<file path="config.mk">
export PLATFORM = sky130hd
export DESIGN_NAME = qsa_top
export DESIGN_NICKNAME = d
export VERILOG_FILES = /design/src/qsa_sampler.v /design/src/qsa_accum.v /design/src/qsa_top.v
export VERILOG_INCLUDE_DIRS = /design/src
export SDC_FILE = /design/constraint.sdc
export NUM_CORES = 1
export LEC_CHECK = 0
export BUFFER_PORTS_ARGS = -buffer_cell sky130_fd_sc_hd__buf_4
export CORE_MARGIN = 2
export CORE_UTILIZATION = 60
export DETAILED_ROUTE_END_ITERATION = 10
export PLACE_DENSITY = 0.89
export SLEW_MARGIN = 15
export SYNTH_ARGS = -nofsm -noshare
export SYNTH_HDL_FRONTEND = slang
export SYNTH_SLANG_ARGS = --single-unit
export TNS_END_PERCENT = 20
</file>
<file path="constraint.sdc">
create_clock -name CORE_CLK -period 14.6 [get_ports CORE_CLK]
set_input_delay 2.92 -clock CORE_CLK [delete_from_list [all_inputs] [get_ports CORE_CLK]]
set_output_delay 2.92 -clock CORE_CLK [all_outputs]
set_load 0.01 [all_outputs]
</file>
<file path="src/qsa_map.vh">
// Purpose: Register map, fields and timing counts of the sample accumulator
// Assumes: 32-bit AXI4-Lite data, one aligned word per register
// Notes:   Definitions only
`ifndef QSA_MAP_VH
`define QSA_MAP_VH

// Register byte offsets
`define QSA_OFF_SAMPLE_PERIOD   12'h508
`define QSA_OFF_MOTION_SAMPLE   12'h50C
`define QSA_OFF_REPORT_INTERVAL 12'h510
`define QSA_OFF_POSITION_TOTAL  12'h514
`define QSA_OFF_COUNT_SNAPSHOT  12'h518
`define QSA_OFF_DOUBLE_COUNTER  12'h544
`define QSA_OFF_CONTROL         12'h600
`define QSA_OFF_TASKS           12'h604
`define QSA_OFF_EVENT_STATUS    12'h608
`define QSA_OFF_EVENT_MASK      12'h60C

// Field widths and reset values
`define QSA_PERIOD_W            4
`define QSA_INTERVAL_W          4
`define QSA_EVENT_W             4
`define QSA_PERIOD_RST          4'h0
`define QSA_INTERVAL_RST        4'h0

// Control, task and event bit positions
`define QSA_CTRL_RUN            0
`define QSA_TASK_CLR_BOTH       0
`define QSA_TASK_CLR_COUNT      1
`define QSA_EV_SAMPLE           0
`define QSA_EV_REPORT           1
`define QSA_EV_OVERFLOW         2
`define QSA_EV_DOUBLE           3

// Motion sample codes
`define QSA_CODE_ZERO           2'h0
`define QSA_CODE_PLUS           2'h1
`define QSA_CODE_DOUBLE         2'h2
`define QSA_CODE_MINUS          2'h3

// Timing: base sample period and clock rate
`define QSA_SAMPLE_PERIOD_US    128
`define QSA_CORE_CLK_MHZ        40
`define QSA_SAMPLE_BASE_CYCLES  (`QSA_SAMPLE_PERIOD_US * `QSA_CORE_CLK_MHZ)

// Samples per report for each interval code
`define QSA_RPT_0               9'h00A
`define QSA_RPT_1               9'h028
`define QSA_RPT_2               9'h050
`define QSA_RPT_3               9'h078
`define QSA_RPT_4               9'h0A0
`define QSA_RPT_5               9'h0C8
`define QSA_RPT_6               9'h0F0
`define QSA_RPT_7               9'h118
`define QSA_RPT_8               9'h001

// Position total limits and double counter ceiling
`define QSA_ACC_MAX             1023
`define QSA_ACC_MIN             (-1024)
`define QSA_DBL_MAX             4'hF

`endif

</file>
<file path="src/qsa_sampler.v">
// Purpose: Sample period divider and two-phase step decoder
// Assumes: Phase inputs already synchronous to clk
// Notes:   Period is base << select, select 0 is the base period
`timescale 1ns/1ps
`include "qsa_map.vh"
module qsa_sampler #(
    parameter BASE_CYCLES = `QSA_SAMPLE_BASE_CYCLES
) (
    input wire clk,
    input wire rst,
    input wire run,
    input wire [`QSA_PERIOD_W-1:0] period_sel,
    input wire phase_a,
    input wire phase_b,
    output reg [1:0] sample_code_r,
    output reg sample_stb_r
);
    localparam [31:0] BASE_W = BASE_CYCLES;

    reg [31:0] div_cnt_r;
    reg [1:0] prev_ab_r;
    wire [31:0] limit = BASE_W << period_sel;
    wire tick = run && (div_cnt_r >= limit - 32'h1);
    wire [1:0] ab = {phase_a, phase_b};
    reg [1:0] code_nxt;

    // Gray order 00-01-11-10 is forward; both bits moving is a double step
    always @* begin
        case ({prev_ab_r, ab})
            4'h1, 4'h7, 4'hE, 4'h8: code_nxt = `QSA_CODE_PLUS;
            4'h2, 4'hB, 4'hD, 4'h4: code_nxt = `QSA_CODE_MINUS;
            4'h3, 4'hC, 4'h6, 4'h9: code_nxt = `QSA_CODE_DOUBLE;
            default: code_nxt = `QSA_CODE_ZERO;
        endcase
    end

    // Divider restarts while stopped so the first sample is one period in
    always @(posedge clk) begin
        if (rst) begin
            div_cnt_r <= 32'h0;
            prev_ab_r <= 2'h0;
            sample_code_r <= `QSA_CODE_ZERO;
            sample_stb_r <= 1'b0;
        end else begin
            sample_stb_r <= tick;
            if (!run) begin
                div_cnt_r <= 32'h0;
                prev_ab_r <= ab;
            end else if (tick) begin
                div_cnt_r <= 32'h0;
                prev_ab_r <= ab;
                sample_code_r <= code_nxt;
            end else begin
                div_cnt_r <= div_cnt_r + 32'h1;
            end
        end
    end
endmodule

</file>
<file path="src/qsa_accum.v">
// Purpose: Position total, snapshot and double transition counter
// Assumes: One sample strobe at most per cycle
// Notes:   A sample arriving with a clear is added onto the cleared value
`timescale 1ns/1ps
`include "qsa_map.vh"
module qsa_accum #(
    parameter integer ACC_MAX = `QSA_ACC_MAX,
    parameter integer ACC_MIN = `QSA_ACC_MIN,
    parameter [3:0] DBL_MAX = `QSA_DBL_MAX
) (
    input wire clk,
    input wire rst,
    input wire sample_stb,
    input wire [1:0] sample_code,
    input wire clr_both,
    input wire clr_count,
    output reg [31:0] acc_r,
    output reg [31:0] snap_r,
    output reg [3:0] dbl_r,
    output reg ovf_r
);
    localparam signed [32:0] MAX_S = ACC_MAX;
    localparam signed [32:0] MIN_S = ACC_MIN;

    wire clr_acc = clr_both | clr_count;
    wire [31:0] acc_base = clr_acc ? 32'h0 : acc_r;
    wire [3:0] dbl_base = clr_both ? 4'h0 : dbl_r;
    wire is_dbl = sample_code == `QSA_CODE_DOUBLE;
    wire signed [32:0] step = {{31{sample_code[1]}}, sample_code};
    wire signed [32:0] sum = $signed({acc_base[31], acc_base}) + step;
    wire out_of_range = (sum > MAX_S) || (sum < MIN_S);

    always @(posedge clk) begin
        if (rst) begin
            acc_r <= 32'h0;
            snap_r <= 32'h0;
            dbl_r <= 4'h0;
            ovf_r <= 1'b0;
        end else begin
            ovf_r <= 1'b0;
            if (clr_acc)
                snap_r <= acc_r;
            acc_r <= acc_base;
            dbl_r <= dbl_base;
            if (sample_stb) begin
                if (is_dbl) begin
                    // Double steps are counted, never added
                    if (dbl_base == DBL_MAX)
                        ovf_r <= 1'b1;
                    else
                        dbl_r <= dbl_base + 4'h1;
                end else if (out_of_range) begin
                    ovf_r <= 1'b1;
                end else begin
                    acc_r <= sum[31:0];
                end
            end
        end
    end
endmodule

</file>
<file path="src/qsa_top.v">
// Purpose: Quadrature sample accumulator with AXI4-Lite register slave
// Assumes: Phase inputs synchronous to CORE_CLK at 40 MHz
// Notes:   Events are sticky status bits, write one to clear
//          IRQ is registered from the same next status as the bits
//
// Summary of operation
// - one sample per period, 0 means 128us
// - no window events before window samples counted
// - window time is period times samples
// - interval codes map 10..280 samples, 8 one
// - valid samples are added to position total
// - double transition samples are never added
// - position total read-only, 32-bit two's complement
// - overflowing sample dropped, overflow event raised
// - either clear task zeroes the position total
// - window done and total nonzero gives report
// - window done and doubles nonzero gives double
// - snapshot taken before the clear
//
// Register access over AXI4-Lite was chosen for this implementation.
`timescale 1ns/1ps
`include "qsa_map.vh"
module qsa_top #(
    parameter SAMPLE_BASE_CYCLES = `QSA_SAMPLE_BASE_CYCLES,
    parameter ADDR_W = 12
) (
    // Clock, reset and encoder phases
    input wire CORE_CLK,
    input wire RST,
    input wire PHASE_A,
    input wire PHASE_B,

    // Write address channel
    input wire [ADDR_W-1:0] S_AXI_AWADDR,
    input wire S_AXI_AWVALID,
    output wire S_AXI_AWREADY,

    // Write data channel
    input wire [31:0] S_AXI_WDATA,
    input wire [3:0] S_AXI_WSTRB,
    input wire S_AXI_WVALID,
    output wire S_AXI_WREADY,

    // Write response channel
    output reg [1:0] S_AXI_BRESP,
    output reg S_AXI_BVALID,
    input wire S_AXI_BREADY,

    // Read address channel
    input wire [ADDR_W-1:0] S_AXI_ARADDR,
    input wire S_AXI_ARVALID,
    output wire S_AXI_ARREADY,

    // Read data channel
    output reg [31:0] S_AXI_RDATA,
    output reg [1:0] S_AXI_RRESP,
    output reg S_AXI_RVALID,
    input wire S_AXI_RREADY,

    // Level interrupt, high while an unmasked event is pending
    output reg IRQ
);
    // Response codes; SLVERR marks an unmapped word
    localparam [1:0] RESP_OKAY = 2'h0;
    localparam [1:0] RESP_SLVERR = 2'h2;

    // Samples per report window for an interval code
    function [8:0] samples_per_report;
        input [`QSA_INTERVAL_W-1:0] code;
        begin
            case (code)
                4'h0: samples_per_report = `QSA_RPT_0;
                4'h1: samples_per_report = `QSA_RPT_1;
                4'h2: samples_per_report = `QSA_RPT_2;
                4'h3: samples_per_report = `QSA_RPT_3;
                4'h4: samples_per_report = `QSA_RPT_4;
                4'h5: samples_per_report = `QSA_RPT_5;
                4'h6: samples_per_report = `QSA_RPT_6;
                4'h7: samples_per_report = `QSA_RPT_7;
                4'h8: samples_per_report = `QSA_RPT_8;
                default: samples_per_report = `QSA_RPT_0;
            endcase
        end
    endfunction

    // Address decode shared by both channels
    function mapped;
        input [ADDR_W-1:0] a;
        begin
            case (a)
                `QSA_OFF_SAMPLE_PERIOD,
                `QSA_OFF_MOTION_SAMPLE,
                `QSA_OFF_REPORT_INTERVAL,
                `QSA_OFF_POSITION_TOTAL,
                `QSA_OFF_COUNT_SNAPSHOT,
                `QSA_OFF_DOUBLE_COUNTER,
                `QSA_OFF_CONTROL,
                `QSA_OFF_TASKS,
                `QSA_OFF_EVENT_STATUS,
                `QSA_OFF_EVENT_MASK: mapped = 1'b1;
                default: mapped = 1'b0;
            endcase
        end
    endfunction

    // Software registers
    reg [`QSA_PERIOD_W-1:0] period_r;
    reg [`QSA_INTERVAL_W-1:0] interval_r;
    reg run_r;
    reg [`QSA_EVENT_W-1:0] status_r;
    reg [`QSA_EVENT_W-1:0] mask_r;

    // Write channel holding state
    reg aw_got_r;
    reg w_got_r;
    reg [ADDR_W-1:0] waddr_r;
    reg [31:0] wdata_r;
    reg [3:0] wstrb_r;

    // Window state
    reg [8:0] win_cnt_r;
    reg win_done_r;

    // Links between sampler, accumulator and register file
    wire [1:0] sample_code;
    wire sample_stb;
    wire [31:0] acc;
    wire [31:0] snap;
    wire [3:0] dbl;
    wire ovf;

    // Each half is taken once; both block while a response waits
    assign S_AXI_AWREADY = !aw_got_r && !S_AXI_BVALID;
    assign S_AXI_WREADY = !w_got_r && !S_AXI_BVALID;
    assign S_AXI_ARREADY = !S_AXI_RVALID;

    // Apply stage; task bits act only for the one apply cycle
    wire do_write = aw_got_r && w_got_r && !S_AXI_BVALID;
    wire lane0 = wstrb_r[0];
    wire wr_hit_tasks = do_write && lane0 && (waddr_r == `QSA_OFF_TASKS);
    wire clr_both = wr_hit_tasks && wdata_r[`QSA_TASK_CLR_BOTH];
    wire clr_count = wr_hit_tasks && wdata_r[`QSA_TASK_CLR_COUNT];
    wire [8:0] win_len = samples_per_report(interval_r);
    wire [31:0] sample_word = {{30{sample_code[1] & sample_code[0]}}, sample_code};

    // Sample timing and step decode
    qsa_sampler #(
        .BASE_CYCLES(SAMPLE_BASE_CYCLES)
    ) u_sampler (
        .clk(CORE_CLK),
        .rst(RST),
        .run(run_r),
        .period_sel(period_r),
        .phase_a(PHASE_A),
        .phase_b(PHASE_B),
        .sample_code_r(sample_code),
        .sample_stb_r(sample_stb)
    );

    // Total, snapshot and double counter
    qsa_accum u_accum (
        .clk(CORE_CLK),
        .rst(RST),
        .sample_stb(sample_stb),
        .sample_code(sample_code),
        .clr_both(clr_both),
        .clr_count(clr_count),
        .acc_r(acc),
        .snap_r(snap),
        .dbl_r(dbl),
        .ovf_r(ovf)
    );

    // Write address and data are taken in either order, then applied once
    always @(posedge CORE_CLK) begin
        if (RST) begin
            aw_got_r <= 1'b0;
            w_got_r <= 1'b0;
            waddr_r <= {ADDR_W{1'b0}};
            wdata_r <= 32'h0;
            wstrb_r <= 4'h0;
            S_AXI_BVALID <= 1'b0;
            S_AXI_BRESP <= RESP_OKAY;
        end else begin
            if (S_AXI_AWVALID && S_AXI_AWREADY) begin
                aw_got_r <= 1'b1;
                waddr_r <= S_AXI_AWADDR;
            end
            if (S_AXI_WVALID && S_AXI_WREADY) begin
                w_got_r <= 1'b1;
                wdata_r <= S_AXI_WDATA;
                wstrb_r <= S_AXI_WSTRB;
            end
            // Response code is fixed at apply time and held with BVALID
            if (do_write) begin
                aw_got_r <= 1'b0;
                w_got_r <= 1'b0;
                S_AXI_BVALID <= 1'b1;
                S_AXI_BRESP <= mapped(waddr_r) ? RESP_OKAY : RESP_SLVERR;
            end else if (S_AXI_BVALID && S_AXI_BREADY) begin
                S_AXI_BVALID <= 1'b0;
            end
        end
    end

    // Writable fields; read-only words silently keep their value
    always @(posedge CORE_CLK) begin
        if (RST) begin
            period_r <= `QSA_PERIOD_RST;
            interval_r <= `QSA_INTERVAL_RST;
            run_r <= 1'b0;
            mask_r <= {`QSA_EVENT_W{1'b0}};
        end else if (do_write && lane0) begin
            // Only lane 0 matters; every field sits in the low bits
            case (waddr_r)
                `QSA_OFF_SAMPLE_PERIOD: period_r <= wdata_r[`QSA_PERIOD_W-1:0];
                `QSA_OFF_REPORT_INTERVAL: interval_r <= wdata_r[`QSA_INTERVAL_W-1:0];
                `QSA_OFF_CONTROL: run_r <= wdata_r[`QSA_CTRL_RUN];
                `QSA_OFF_EVENT_MASK: mask_r <= wdata_r[`QSA_EVENT_W-1:0];
                default: ;
            endcase
        end
    end

    // Window counts samples; completion is judged after the last one lands
    always @(posedge CORE_CLK) begin
        if (RST) begin
            win_cnt_r <= 9'h0;
            win_done_r <= 1'b0;
        end else begin
            win_done_r <= 1'b0;
            // Stopping restarts the window; clear tasks do not
            if (!run_r) begin
                win_cnt_r <= 9'h0;
            end else if (sample_stb) begin
                if (win_cnt_r + 9'h1 >= win_len) begin
                    win_cnt_r <= 9'h0;
                    win_done_r <= 1'b1;
                end else begin
                    win_cnt_r <= win_cnt_r + 9'h1;
                end
            end
        end
    end

    // Sticky events: a new event wins over a same-cycle write-one clear
    wire [`QSA_EVENT_W-1:0] ev_now;
    wire [`QSA_EVENT_W-1:0] w1c;
    assign ev_now[`QSA_EV_SAMPLE] = sample_stb;
    assign ev_now[`QSA_EV_REPORT] = win_done_r && (acc != 32'h0);
    assign ev_now[`QSA_EV_OVERFLOW] = ovf;
    assign ev_now[`QSA_EV_DOUBLE] = win_done_r && (dbl != 4'h0);
    assign w1c = (do_write && lane0 && waddr_r == `QSA_OFF_EVENT_STATUS) ?
                 wdata_r[`QSA_EVENT_W-1:0] : {`QSA_EVENT_W{1'b0}};

    // Next status: set wins over a same-cycle write-one clear
    wire [`QSA_EVENT_W-1:0] status_nxt = (status_r & ~w1c) | ev_now;

    // Sticky status bits
    always @(posedge CORE_CLK) begin
        if (RST) begin
            status_r <= {`QSA_EVENT_W{1'b0}};
        end else begin
            status_r <= status_nxt;
        end
    end

    // Interrupt is registered from the same next status, so it never lags
    always @(posedge CORE_CLK) begin
        if (RST) begin
            IRQ <= 1'b0;
        end else begin
            IRQ <= |(status_nxt & mask_r);
        end
    end

    // Read data mux, one cycle after the address is taken
    reg [31:0] rdata_nxt;
    always @* begin
        rdata_nxt = 32'h0;
        case (S_AXI_ARADDR)
            `QSA_OFF_SAMPLE_PERIOD: rdata_nxt[`QSA_PERIOD_W-1:0] = period_r;
            `QSA_OFF_MOTION_SAMPLE: rdata_nxt = sample_word;
            `QSA_OFF_REPORT_INTERVAL: rdata_nxt[`QSA_INTERVAL_W-1:0] = interval_r;
            `QSA_OFF_POSITION_TOTAL: rdata_nxt = acc;
            `QSA_OFF_COUNT_SNAPSHOT: rdata_nxt = snap;
            `QSA_OFF_DOUBLE_COUNTER: rdata_nxt[3:0] = dbl;
            `QSA_OFF_CONTROL: rdata_nxt[`QSA_CTRL_RUN] = run_r;
            `QSA_OFF_EVENT_STATUS: rdata_nxt[`QSA_EVENT_W-1:0] = status_r;
            `QSA_OFF_EVENT_MASK: rdata_nxt[`QSA_EVENT_W-1:0] = mask_r;
            default: rdata_nxt = 32'h0; // Task word reads as zero
        endcase
    end

    // Captured at the take so the data stands unchanged with RVALID
    always @(posedge CORE_CLK) begin
        if (RST) begin
            S_AXI_RVALID <= 1'b0;
            S_AXI_RDATA <= 32'h0;
            S_AXI_RRESP <= RESP_OKAY;
        end else if (S_AXI_ARVALID && S_AXI_ARREADY) begin
            S_AXI_RVALID <= 1'b1;
            S_AXI_RDATA <= rdata_nxt;
            S_AXI_RRESP <= mapped(S_AXI_ARADDR) ? RESP_OKAY : RESP_SLVERR;
        end else if (S_AXI_RVALID && S_AXI_RREADY) begin
            S_AXI_RVALID <= 1'b0;
        end
    end
endmodule

</file>
==> impl_metrics.py, run 1 <==
metrics = {
    "critical_path": {
        "arrival_ns": 6.56,
        "crit_fanout": 54,
        "cp.required_ns": 14.89,
        "crit_type": "register to register",
        "cp-end-kind": "register",
        "worstSetupStartpointType": "register",
    },
    "synth": {
        "syn_inst": 1444,
        "synth_edf_count": 0,
        "ys.flop_type": "dfxtp_1",
        "netlist-cell-type-count": 75,
        "seq_area_frac_synth_pct": 34.3,
        "yosysWarningCount": 0,
        "async_reset_ff_share_pct": 0,
        "synth_seq_cells": 197,
        "avgSynthCellArea_sq_um": 7.95,
        "post_synth_instance_area_sq_um": 11500,
    },
    "global_routing": {
        "groute.usage.overall_pct": 29.2,
        "antenna_found_initial": 0,
        "grt_pass1_vias": 10400,
        "grt_max_degree": 68,
        "grt_overflow_total": 0,
        "grt_pass1_wl_microns": 48700,
    },
    "floorplanning": {
        "die-width_microns": 142,
        "start_util_pct": 61.2,
        "core_area_sq_um": 18800,
        "row_count": 50,
        "io_pins": 111,
        "die_area_sq_um": 20300,
        "die_h_microns": 142,
    },
    "sta": {
        "finalMaxSlewViolations": 0,
        "slew_headroom_pct": 24.7,
        "finalSetupViolCount": 0,
        "fin_skew_ns": 0.0125,
        "finalCriticalPeriod_ns": 6.26,
        "tns_ns": 0,
        "rsz0062_at_grt": "false",
        "max_freq_mhz": 160,
        "hold_viol": 0,
        "tightest_slew_ns": 1.13,
        "post-route-period-util_pct": 42.9,
    },
    "clocking": {
        "clk_latency_ns": 0.45,
        "clk_pin_slew_ns": 0.07,
        "clockBufferDepth": 2,
        "cts.sinks": 197,
        "cts_tree": "yes",
        "cts_root_buf": "clkbuf_16",
        "cts_resized": 0,
        "cts_buffers": 17,
        "cts.htree.levels": 4,
        "holdBufCountCts": 0,
        "cts_setup_buffers": 0,
    },
    "power": {
        "p_total_mw": 1.04,
        "peakVddDrop_mv": 0.0814,
        "power_density_nw_per_um2": 81.7,
        "leakage_nw": 5.14,
    },
    "finish": {
        "nets": 1616,
        "insertedDiodeCount": 0,
        "fill_cells": 1434,
        "syn2layout_area_growth_pct": 10.5,
        "drive_gt1_share_pct": 9.46,
        "final_util_pct": 67.6,
        "layout_common_cells": "dfxtp_1, nor2_1, nand2_1, a21oi_1, buf_4",
        "final_common_cell": "dfxtp_1",
    },
    "detailed_routing": {
        "drt_pass1_iterations": 7,
        "ant_nets": 0,
        "wirelength_microns": 29500,
        "drt_iter0_drc": 948,
        "wl_per_cell_microns": 17.1,
        "vias": 10900,
        "drc": 0,
        "avgViaCountPerCell": 6.31,
    },
    "worst_hold_path": {
        "hold_class": "register to register",
    },
    "placed_design": {
        "hpwlAfterDp_microns": 20400,
        "gp_congestion": 0.958,
        "port_buffers": 77,
    },
    "status": {
        "outcome": "finished clean",
    },
    "run": {
        "maxCapViolCount": 0,
    },
}
synth_stat cells, types with 4 or more instances:
master	instances	area, sq um
nand4_1	32	200
a221oi_1	5	43.8
a22oi_1	43	323
xnor2_1	32	280
a21o_1	29	218
nor3_1	34	170
o211ai_1	12	90.1
o22ai_1	4	25.0
mux2i_1	31	310
and4_1	7	61.3
nor4_1	16	100
ha_1	69	863
nor2_1	182	683
nor2b_1	7	43.8
xor2_1	32	280
a31oi_1	7	43.8
nor4b_1	4	35.0
nand3b_1	4	30.0
or4_1	4	30.0
nand2_1	178	668
o21ai_0	32	160
o31ai_1	25	188
or2_2	4	25.0
mux2_2	8	90.1
a221o_1	29	290
and3_1	25	156
a21oi_1	113	566
nand3_1	36	180
o21a_1	9	67.6
o311ai_0	5	43.8
and2_1	19	119
a211oi_1	9	67.6
dfxtp_1	197	3940
nand2b_1	7	43.8
or3_1	8	50.1
clkbuf_1	66	248
a211o_1	5	43.8
inv_1	56	210
o21ai_1	5	25.0
per-layer routing:
layer | vias to the layer above | GRT usage, % | share of wire (%)
met5 | - | 0 | 0
met4 | 0 | 14.7 | 4.5
met3 | 111 | 4.41 | 5.2
met2 | 392 | 50.2 | 50
met1 | 5099 | 35.7 | 41
li1 | 5277 | - | -
per-stage QoR:
step | instance area, sq um | setup slack [ns] | hold WS (ns) | instances
2_1_floorplan | 11500 | 9.50 | 0.424 | 1448
3_3_place_gp | 12100 | 8.73 | 0.438 | 1692
3_5_place_dp | 12100 | 8.62 | 0.443 | 1692
4_1_cts | 12700 | 8.56 | 0.453 | 1724
5_1_grt | 12700 | 7.84 | 0.462 | 1724
6_report | 12700 | 8.34 | 0.453 | 1724
registers in the layout, indices dropped and copies added (netlist names), 2 cells and up:
name                     cells
u_sampler.sample_code_r      2
u_sampler.prev_ab_r          2
waddr_r                     12
u_accum.dbl_r                4
wdata_r                      4
status_r                     4
S_AXI_RDATA                 32
win_len                      8
mask_r                       4
u_sampler.div_cnt_r         32
win_cnt_r                    9
interval_r                   4
u_accum.snap_r              32
period_r                     4
u_accum.acc_r               32
cells by family (layout without fill, tap and decap cells):
family / count (synthesis) / count (layout) / share of synthesized area, %
AOI/OAI and AO/OA: 359 / 359 / 21.3
other: 2 / 6 / 0.0654
buffers and inverters: 133 / 175 / 4.55
DFF: 197 / 197 / 34.3
xor gates and xnor gates: 64 / 64 / 4.88
and+or+nand+nor: 580 / 580 / 23.7
adders and majority gates: 70 / 70 / 7.69
muxes: 39 / 39 / 3.49
power breakdown:
| part | internal [mW] | switching, mW | total [mW] |
|---|---|---|---|
| registers | 0.542 | 0.00594 | 0.548 |
| logic | 0.0168 | 0.0244 | 0.0412 |
| clock network | 0.228 | 0.221 | 0.448 |
| total | 0.786 | 0.251 | 1.04 |
worst paths after layout:
check / start / endpoint / slack (ns) / cells past startpoint
worst max-delay path: waddr_r[5] / u_accum.acc_r[17] / 8.34 / 17
worst min-delay path: u_accum.snap_r[20] / u_accum.snap_r[20] / 0.45 / 2
worst max register to register: waddr_r[5] / u_accum.acc_r[17] / 8.34 / 17
worst min register to register: u_accum.snap_r[20] / u_accum.snap_r[20] / 0.45 / 2
cell type report:
class,count,area (sq um),share of cell area (%)
clock inverter,11,95.1,0.749
sequential,197,3940,31.1
tap,234,293,2.31
clock buffer,21,450,3.55
inverter,57,214,1.69
timing repair buffer,86,646,5.09
multi-input combinational,1118,7050,55.6
critical path, cell delays in order (launching register included):
cell       delay [ns]
dfxtp_1          0.33
or3_1            0.42
nor4_1           0.37
nand2_1          0.14
nor2_1           0.16
o21a_1           0.14
buf_4            0.48
nor2_1           0.10
ha_1             0.48
nand4_1          0.26
or4_1            0.65
a211oi_1         0.40
nor2_1           0.10
mux2i_1          0.15
a2111oi_0        0.75
nand3_1          0.30
a21boi_4         0.69
o31ai_1          0.19
Power figures use the tool's default switching activity.
==> run 2: changes to the inputs <==
--- a/config.mk
+++ b/config.mk
@@ -6,11 +6,12 @@
 export SDC_FILE = /design/constraint.sdc
 export NUM_CORES = 1
 export LEC_CHECK = 0
+export ABC_AREA = 1
 export BUFFER_PORTS_ARGS = -buffer_cell sky130_fd_sc_hd__buf_4
 export CORE_MARGIN = 2
-export CORE_UTILIZATION = 60
+export CORE_UTILIZATION = 55
 export DETAILED_ROUTE_END_ITERATION = 10
-export PLACE_DENSITY = 0.89
+export PLACE_DENSITY = 0.85
 export SLEW_MARGIN = 15
 export SYNTH_ARGS = -nofsm -noshare
 export SYNTH_HDL_FRONTEND = slang
==> constraint.sdc (replaced) <==
create_clock -name CORE_CLK -period 5.6 [get_ports CORE_CLK]
set_input_delay 1.12 -clock CORE_CLK [delete_from_list [all_inputs] [get_ports CORE_CLK]]
set_output_delay 1.12 -clock CORE_CLK [all_outputs]
set_load 0.01 [all_outputs]
==> run 2 against run 1 <==
Compared with the run above: synthesized area up 11%; worst setup slack worse by 7.7 ns; power rose to 2.7 times the previous value; clock skew up 0.010 ns; synthesized cell count is 42% higher; core utilization is 5.4 points lower; sequential share of layout area is 3.1 points lower; die area grew 20%; first-iteration DRC count decreased by 6.1%; worst hold slack lost 0.0027 ns; combinational power rose to 3.1 times the previous value; largest cell class unchanged; largest power group unchanged; highest routed layer unchanged.
==> impl_metrics.py, run 2 <==
metrics = {
    "critical_path": {
        "crit_start": "waddr_r[10]",
        "crit_end": "u_accum.acc_r[19]",
        "path_buf_inv": 5,
        "critPathMaxStageDelay_ns": 0.37,
        "crit_fanout": 41,
        "arrival_ns": 5.40,
        "cp.required_ns": 5.99,
        "cp-end-kind": "register",
        "rrSetupSlack_ns": 0.59,
        "cp_top_family": "simple AND/OR/NAND/NOR gates",
        "r2r-start": "waddr_r[10]",
        "reg2reg_to": "u_accum.acc_r[19]",
        "cp_common_cell": "nand2_1",
        "cp_slowest_cell": "buf_4",
        "worst-path-stages": 29,
        "rr_worst_depth": 29,
        "worstSetupStartpointType": "register",
        "crit_type": "register to register",
    },
    "sta": {
        "post-route-period-util_pct": 89.5,
        "hold_ws_ns": 0.451,
        "finalCriticalPeriod_ns": 5.01,
        "post-route-worst-setup-slack_ns": 0.588,
        "rsz0062_at_grt": "false",
        "fin_skew_ns": 0.0226,
        "finalSetupViolCount": 0,
        "max_freq_mhz": 200,
        "finalMaxSlewViolations": 0,
        "tightest_slew_ns": 1.11,
        "hold_viol": 0,
        "tns_ns": 0,
        "slew_headroom_pct": 26.1,
    },
    "status": {
        "outcome": "finished clean",
    },
    "finish": {
        "insertedDiodeCount": 0,
        "layoutNonFillerInstCount": 2403,
        "drive_gt1_share_pct": 6.89,
        "syn2layout_area_growth_pct": 10.9,
        "nets": 2244,
        "final_common_cell": "nand2_1",
        "layout_common_cells": "nand2_1, inv_1, nor2_1, dfxtp_1, a21oi_1",
        "final_util_pct": 62.2,
    },
    "power": {
        "switching_power_mw": 0.712,
        "p_comb_share_pct": 4.6,
        "pwr-share-seq_pct": 51.7,
        "peakVddDrop_mv": 0.223,
        "clkPwrFrac_pct": 43.7,
        "power_density_nw_per_um2": 197,
        "p_sw_share_pct": 25.7,
        "leakage_nw": 6.93,
        "cellInternalPower_mw": 2.06,
    },
    "synth": {
        "synthSimpleGateAreaFrac_pct": 34.2,
        "synthMuxAreaShare_pct": 0.0887,
        "synth_edf_count": 0,
        "synth_compound_area_share_pct": 13.8,
        "yosysWarningCount": 0,
        "synthAdderAreaFrac_pct": 6.96,
        "synth_seq_cells": 197,
        "synth_top_family_by_area": "simple AND/OR/NAND/NOR gates",
        "synth_area_leader_cell": "dfxtp_1",
        "ys.flop_type": "dfxtp_1",
        "syn_inst": 2052,
        "avgSynthCellArea_sq_um": 6.19,
        "synth_top_area_share_pct": 31.1,
        "post_synth_instance_area_sq_um": 12700,
        "synth_xor_area_share_pct": 1.92,
        "async_reset_ff_share_pct": 0,
        "yosys.cell_count.top_type": "nand2_1",
        "synth_common_cells": "nand2_1, inv_1, nor2_1",
        "ys_top_cells_by_area": "dfxtp_1, nand2_1, inv_1",
        "seq_area_frac_synth_pct": 31.1,
        "netlist-cell-type-count": 58,
    },
    "run": {
        "maxCapViolCount": 0,
    },
    "detailed_routing": {
        "drt_pass1_iterations": 6,
        "wl_per_cell_microns": 14.1,
        "wirelength_microns": 33800,
        "drc": 0,
        "avgViaCountPerCell": 5.44,
        "drt_iter0_drc": 890,
        "vias": 13100,
        "ant_nets": 0,
    },
    "global_routing": {
        "grt_pass1_wl_microns": 55300,
        "grt_pass1_vias": 12100,
        "grt_overflow_total": 0,
        "grt_max_degree": 61,
        "antenna_found_initial": 0,
        "groute.usage.overall_pct": 27.7,
    },
    "clocking": {
        "clockBufferDepth": 2,
        "cts_tree": "yes",
        "cts_buffers": 17,
        "clk_pin_slew_ns": 0.08,
        "cts_root_buf": "clkbuf_16",
        "cts.htree.levels": 4,
        "cts.sinks": 197,
        "clk_latency_ns": 0.45,
    },
    "floorplanning": {
        "die-width_microns": 156,
        "die_area_sq_um": 24300,
        "io_pins": 111,
        "core_area_sq_um": 22600,
        "die_h_microns": 156,
        "row_count": 55,
        "start_util_pct": 56.1,
    },
    "placed_design": {
        "hpwlAfterDp_microns": 25200,
        "gp_congestion": 0.955,
        "pre_cts_ws_ns": 0.644,
        "port_buffers": 77,
        "dp.cells": 2370,
    },
    "worst_hold_path": {
        "hold_class": "register to register",
    },
}
[run 2: changes by cell type in the layout (fill, tap and decap cells not counted), moves of 29 or more]
cell     before  now
a22oi_1      43    1
inv_1        56  335
nor2_1      180  222
nand3_1      36   71
mux2i_1      31    0
o21ai_0      32   92
nand2_1     177  623
a21oi_1     112  158
a221o_1      29    0
[run 2: layout make-up]
cell class | count | area (sq um)
Timing Repair Buffer | 85 | 638
Fill cell | 2055 | 8560
Clock buffer | 17 | 425
Inverter | 341 | 1280
Clock inverter | 15 | 158
Sequential cell | 197 | 3940
Tap cell | 285 | 357
Multi-Input combinational cell | 1463 | 7280
[run 2: worst min path at each step]
stage,startpoint,to,slack (ns),cells past startpoint
2_1_floorplan,u_sampler.div_cnt_r[0],u_sampler.div_cnt_r[0],0.42,1
3_3_place_gp,u_sampler.div_cnt_r[0],u_sampler.div_cnt_r[0],0.43,1
3_5_place_dp,u_sampler.div_cnt_r[0],u_sampler.div_cnt_r[0],0.44,1
4_1_cts,u_accum.snap_r[0],u_accum.snap_r[0],0.45,2
5_1_grt,u_sampler.div_cnt_r[0],u_sampler.div_cnt_r[0],0.46,1
6_report,u_accum.snap_r[0],u_accum.snap_r[0],0.45,2
[run 2: layer usage]
metal / share of wire, % / vias up / wire length, microns / global-route usage, %
met5: 0 / - / 0 / 0
met4: 3.4 / 0 / 1150 / 11.6
met3: 5.3 / 85 / 1790 / 3.44
met2: 49 / 438 / 16600 / 49.8
met1: 42 / 5920 / 14200 / 33.5
li1: - / 6633 / - / -
[run 2: logic make-up (layout without fill, tap and decap cells)]
| kind of cell | after synthesis | in the layout |
|---|---|---|
| AO/OA/AOI/OAI | 314 | 314 |
| XOR/XNOR | 27 | 27 |
| adder cells (fa/ha/maj) | 70 | 70 |
| buffers and inverters | 397 | 458 |
| flip-flops | 197 | 197 |
| multiplexers | 1 | 1 |
| other | 2 | 6 |
| AND/OR/NAND/NOR | 1044 | 1045 |
[run 2: tightest hold or removal path: stages (launching register included)]
cell and delay (ns):
dfxtp_1 0.32, inv_1 0.05, a21oi_1 0.05
[run 2: repair_timing]
action / CTS / global route
setup buffers: 0 / 0
resized for setup: 0 / 1
setup endpoints to repair: 0 / 21
hold buffers: 0 / 0
[run 2: through the flow]
step	power, mW	instance area [sq um]
after global placement	1.58	13500
after detailed placement	1.59	13500
final	2.77	14100
after floorplan	1.54	12700
after global routing	2.85	14100
after CTS	2.78	14100
[run 2: power by group through the flow]
stage               combinational [mW]  clock, mW  sequential, mW
floorplan                       0.0792          0            1.46
global placement                 0.121          0            1.46
detailed placement               0.126          0            1.46
CTS                              0.126       1.22            1.43
global route                     0.144       1.28            1.43
finish                           0.128       1.21            1.43
==> run 3: changes to the inputs <==
--- a/config.mk
+++ b/config.mk
@@ -6,10 +6,9 @@
 export SDC_FILE = /design/constraint.sdc
 export NUM_CORES = 1
 export LEC_CHECK = 0
-export ABC_AREA = 1
 export BUFFER_PORTS_ARGS = -buffer_cell sky130_fd_sc_hd__buf_4
 export CORE_MARGIN = 2
-export CORE_UTILIZATION = 55
+export CORE_UTILIZATION = 54
 export DETAILED_ROUTE_END_ITERATION = 10
 export PLACE_DENSITY = 0.85
 export SLEW_MARGIN = 15
==> run 3 against run 2 <==
Compared with the run above: non-clock buffer count is 17 higher; worst hold slack improved by 0.0019 ns; maximum frequency fell by 6.8%; global-route usage is 2.5 points lower.
==> impl_metrics.py, run 3 (synthesized netlist as in run 1, its figures left out) <==
metrics = {
    "detailed_routing": {
        "ant_nets": 0,
        "drc": 0,
        "wl_per_cell_microns": 16.4,
        "drt_pass1_iterations": 5,
        "avgViaCountPerCell": 6.13,
        "vias": 10900,
        "wirelength_microns": 29200,
        "drt_iter0_drc": 798,
    },
    "critical_path": {
        "reg2reg_to": "u_accum.acc_r[1]",
        "cp.required_ns": 5.97,
        "crit_fanout": 24,
        "worstPathCellList": "or3_1 -> nor4_1 -> nand2_1 -> nor2_2 -> o21ai_2 -> buf_4 -> and2_1 -> ha_1 -> and3_1 -> a221oi_4 -> or4_1 -> and3_1 -> or3_1 -> a22oi_1 -> nand4_1 -> or4b_4 -> a21boi_4 -> buf_12 -> mux2i_1",
        "worstSetupStartpointType": "register",
        "arrival_ns": 5.74,
        "r2r-start": "waddr_r[5]",
        "rr_worst_depth": 19,
        "crit_type": "register to register",
        "cp-end-kind": "register",
        "cp_slowest_cell": "or4_1",
        "critPathMaxStageDelay_ns": 0.59,
        "rrSetupSlack_ns": 0.23,
    },
    "clocking": {
        "clk_latency_ns": 0.45,
        "clk_pin_slew_ns": 0.08,
        "cts_root_buf": "clkbuf_16",
        "cts_setup_buffers": 0,
        "cts_tree": "yes",
        "clockBufferDepth": 2,
        "cts_buffers": 17,
        "cts.sinks": 197,
        "cts.htree.levels": 4,
    },
    "floorplanning": {
        "start_util_pct": 54.8,
        "core_area_sq_um": 21000,
        "die-width_microns": 150,
        "die_area_sq_um": 22500,
        "io_pins": 111,
        "die_h_microns": 150,
        "row_count": 53,
    },
    "worst_hold_path": {
        "whs_endpoint": "waddr_r[11]",
        "hold_path_depth": 2,
        "hold_class": "register to register",
        "hp-start": "waddr_r[11]",
    },
    "global_routing": {
        "grt_pass1_wl_microns": 46900,
        "grt_pass1_vias": 10100,
        "antenna_found_initial": 0,
        "grt_max_degree": 106,
        "groute.usage.overall_pct": 25.3,
        "grt_overflow_total": 0,
    },
    "sta": {
        "tns_ns": 0,
        "finalCriticalPeriod_ns": 5.37,
        "finalSetupViolCount": 0,
        "post-route-worst-setup-slack_ns": 0.225,
        "post-route-period-util_pct": 96.0,
        "slew_headroom_pct": 22.9,
        "finalMaxSlewViolations": 0,
        "hold_viol": 0,
        "max_freq_mhz": 186,
        "rsz0062_at_grt": "false",
        "fin_skew_ns": 0.0178,
        "tightest_slew_ns": 1.16,
    },
    "placed_design": {
        "pre_cts_ws_ns": 0.182,
        "hpwlAfterDp_microns": 20900,
        "gp_congestion": 0.962,
        "port_buffers": 77,
    },
    "power": {
        "power_density_nw_per_um2": 218,
        "peakVddDrop_mv": 0.171,
        "leakage_nw": 5.28,
    },
    "finish": {
        "fill_cells": 1821,
        "insertedDiodeCount": 0,
        "drive_gt1_share_pct": 11.2,
        "layout_common_cells": "dfxtp_1, nor2_1, nand2_1, a21oi_1, buf_4",
        "nets": 1632,
        "final_common_cell": "dfxtp_1",
        "syn2layout_area_growth_pct": 13.7,
    },
    "run": {
        "maxCapViolCount": 0,
    },
    "status": {
        "outcome": "finished clean",
    },
}
-- run 3: how the worst max path moves through the flow --
stage          slack, ns           endpoint        from
4_1_cts             0.18   u_accum.acc_r[1]  waddr_r[5]
3_3_place_gp        0.27   u_accum.acc_r[1]  waddr_r[5]
3_5_place_dp        0.18   u_accum.acc_r[1]  waddr_r[5]
6_report            0.23   u_accum.acc_r[1]  waddr_r[5]
2_1_floorplan       0.50  u_accum.acc_r[14]  waddr_r[5]
5_1_grt            0.003   u_accum.acc_r[1]  waddr_r[6]
-- run 3: metal layers --
layer | up-vias | GRT usage (%) | wire (microns)
met5 | - | 0 | 0
met2 | 374 | 44.8 | 14600
met3 | 99 | 3.81 | 1480
met1 | 5139 | 30.1 | 12200
li1 | 5303 | - | -
met4 | 0 | 11.3 | 1010
-- run 3: area by class of cell --
| type | count | area [sq um] | share of cell area (%) |
|---|---|---|---|
| multi-input combinational | 1118 | 7110 | 54.4 |
| inverter | 57 | 214 | 1.64 |
| clock buffer | 17 | 425 | 3.26 |
| clock inverter | 15 | 226 | 1.73 |
| timing repair buffer | 102 | 803 | 6.15 |
| sequential | 197 | 3940 | 30.2 |
| tap | 275 | 344 | 2.63 |
-- run 3: metrics by stage --
step                total power [mW]  instances  hold slack [ns]  instance area, sq um  utilization (%)
floorplan                       1.52       1448            0.424                 11500                -
global route                    2.94       1781            0.470                 13100             62.3
detailed placement              1.57       1749            0.443                 12400             58.9
global placement                1.56       1749            0.437                 12400             58.9
CTS                             2.86       1781            0.455                 13000             62.0
finish                          2.85       1781            0.453                 13100             62.3
-- run 3: what timing repair did --
item,in CTS,in global routing
hold endpoints to repair,0,0
setup endpoints to repair,0,33
resized for setup,0,12
hold buffers,0,0
-- run 3: power breakdown --
| group | leakage, nW | switching, mW | internal [mW] |
|---|---|---|---|
| combinational | 3.38 | 0.0641 | 0.0443 |
| sequential | 1.59 | 0.0157 | 1.41 |
| clock | 0.314 | 0.679 | 0.638 |
-- run 3: critical path, delay by kind of cell, from the launching register on --
kind            cells  cell delay, ns
mux                 1            0.20
flops               1            0.33
buf+inv             2            0.38
simple gates       11            3.37
compound gates      4            0.63
fa+ha+maj           1            0.39
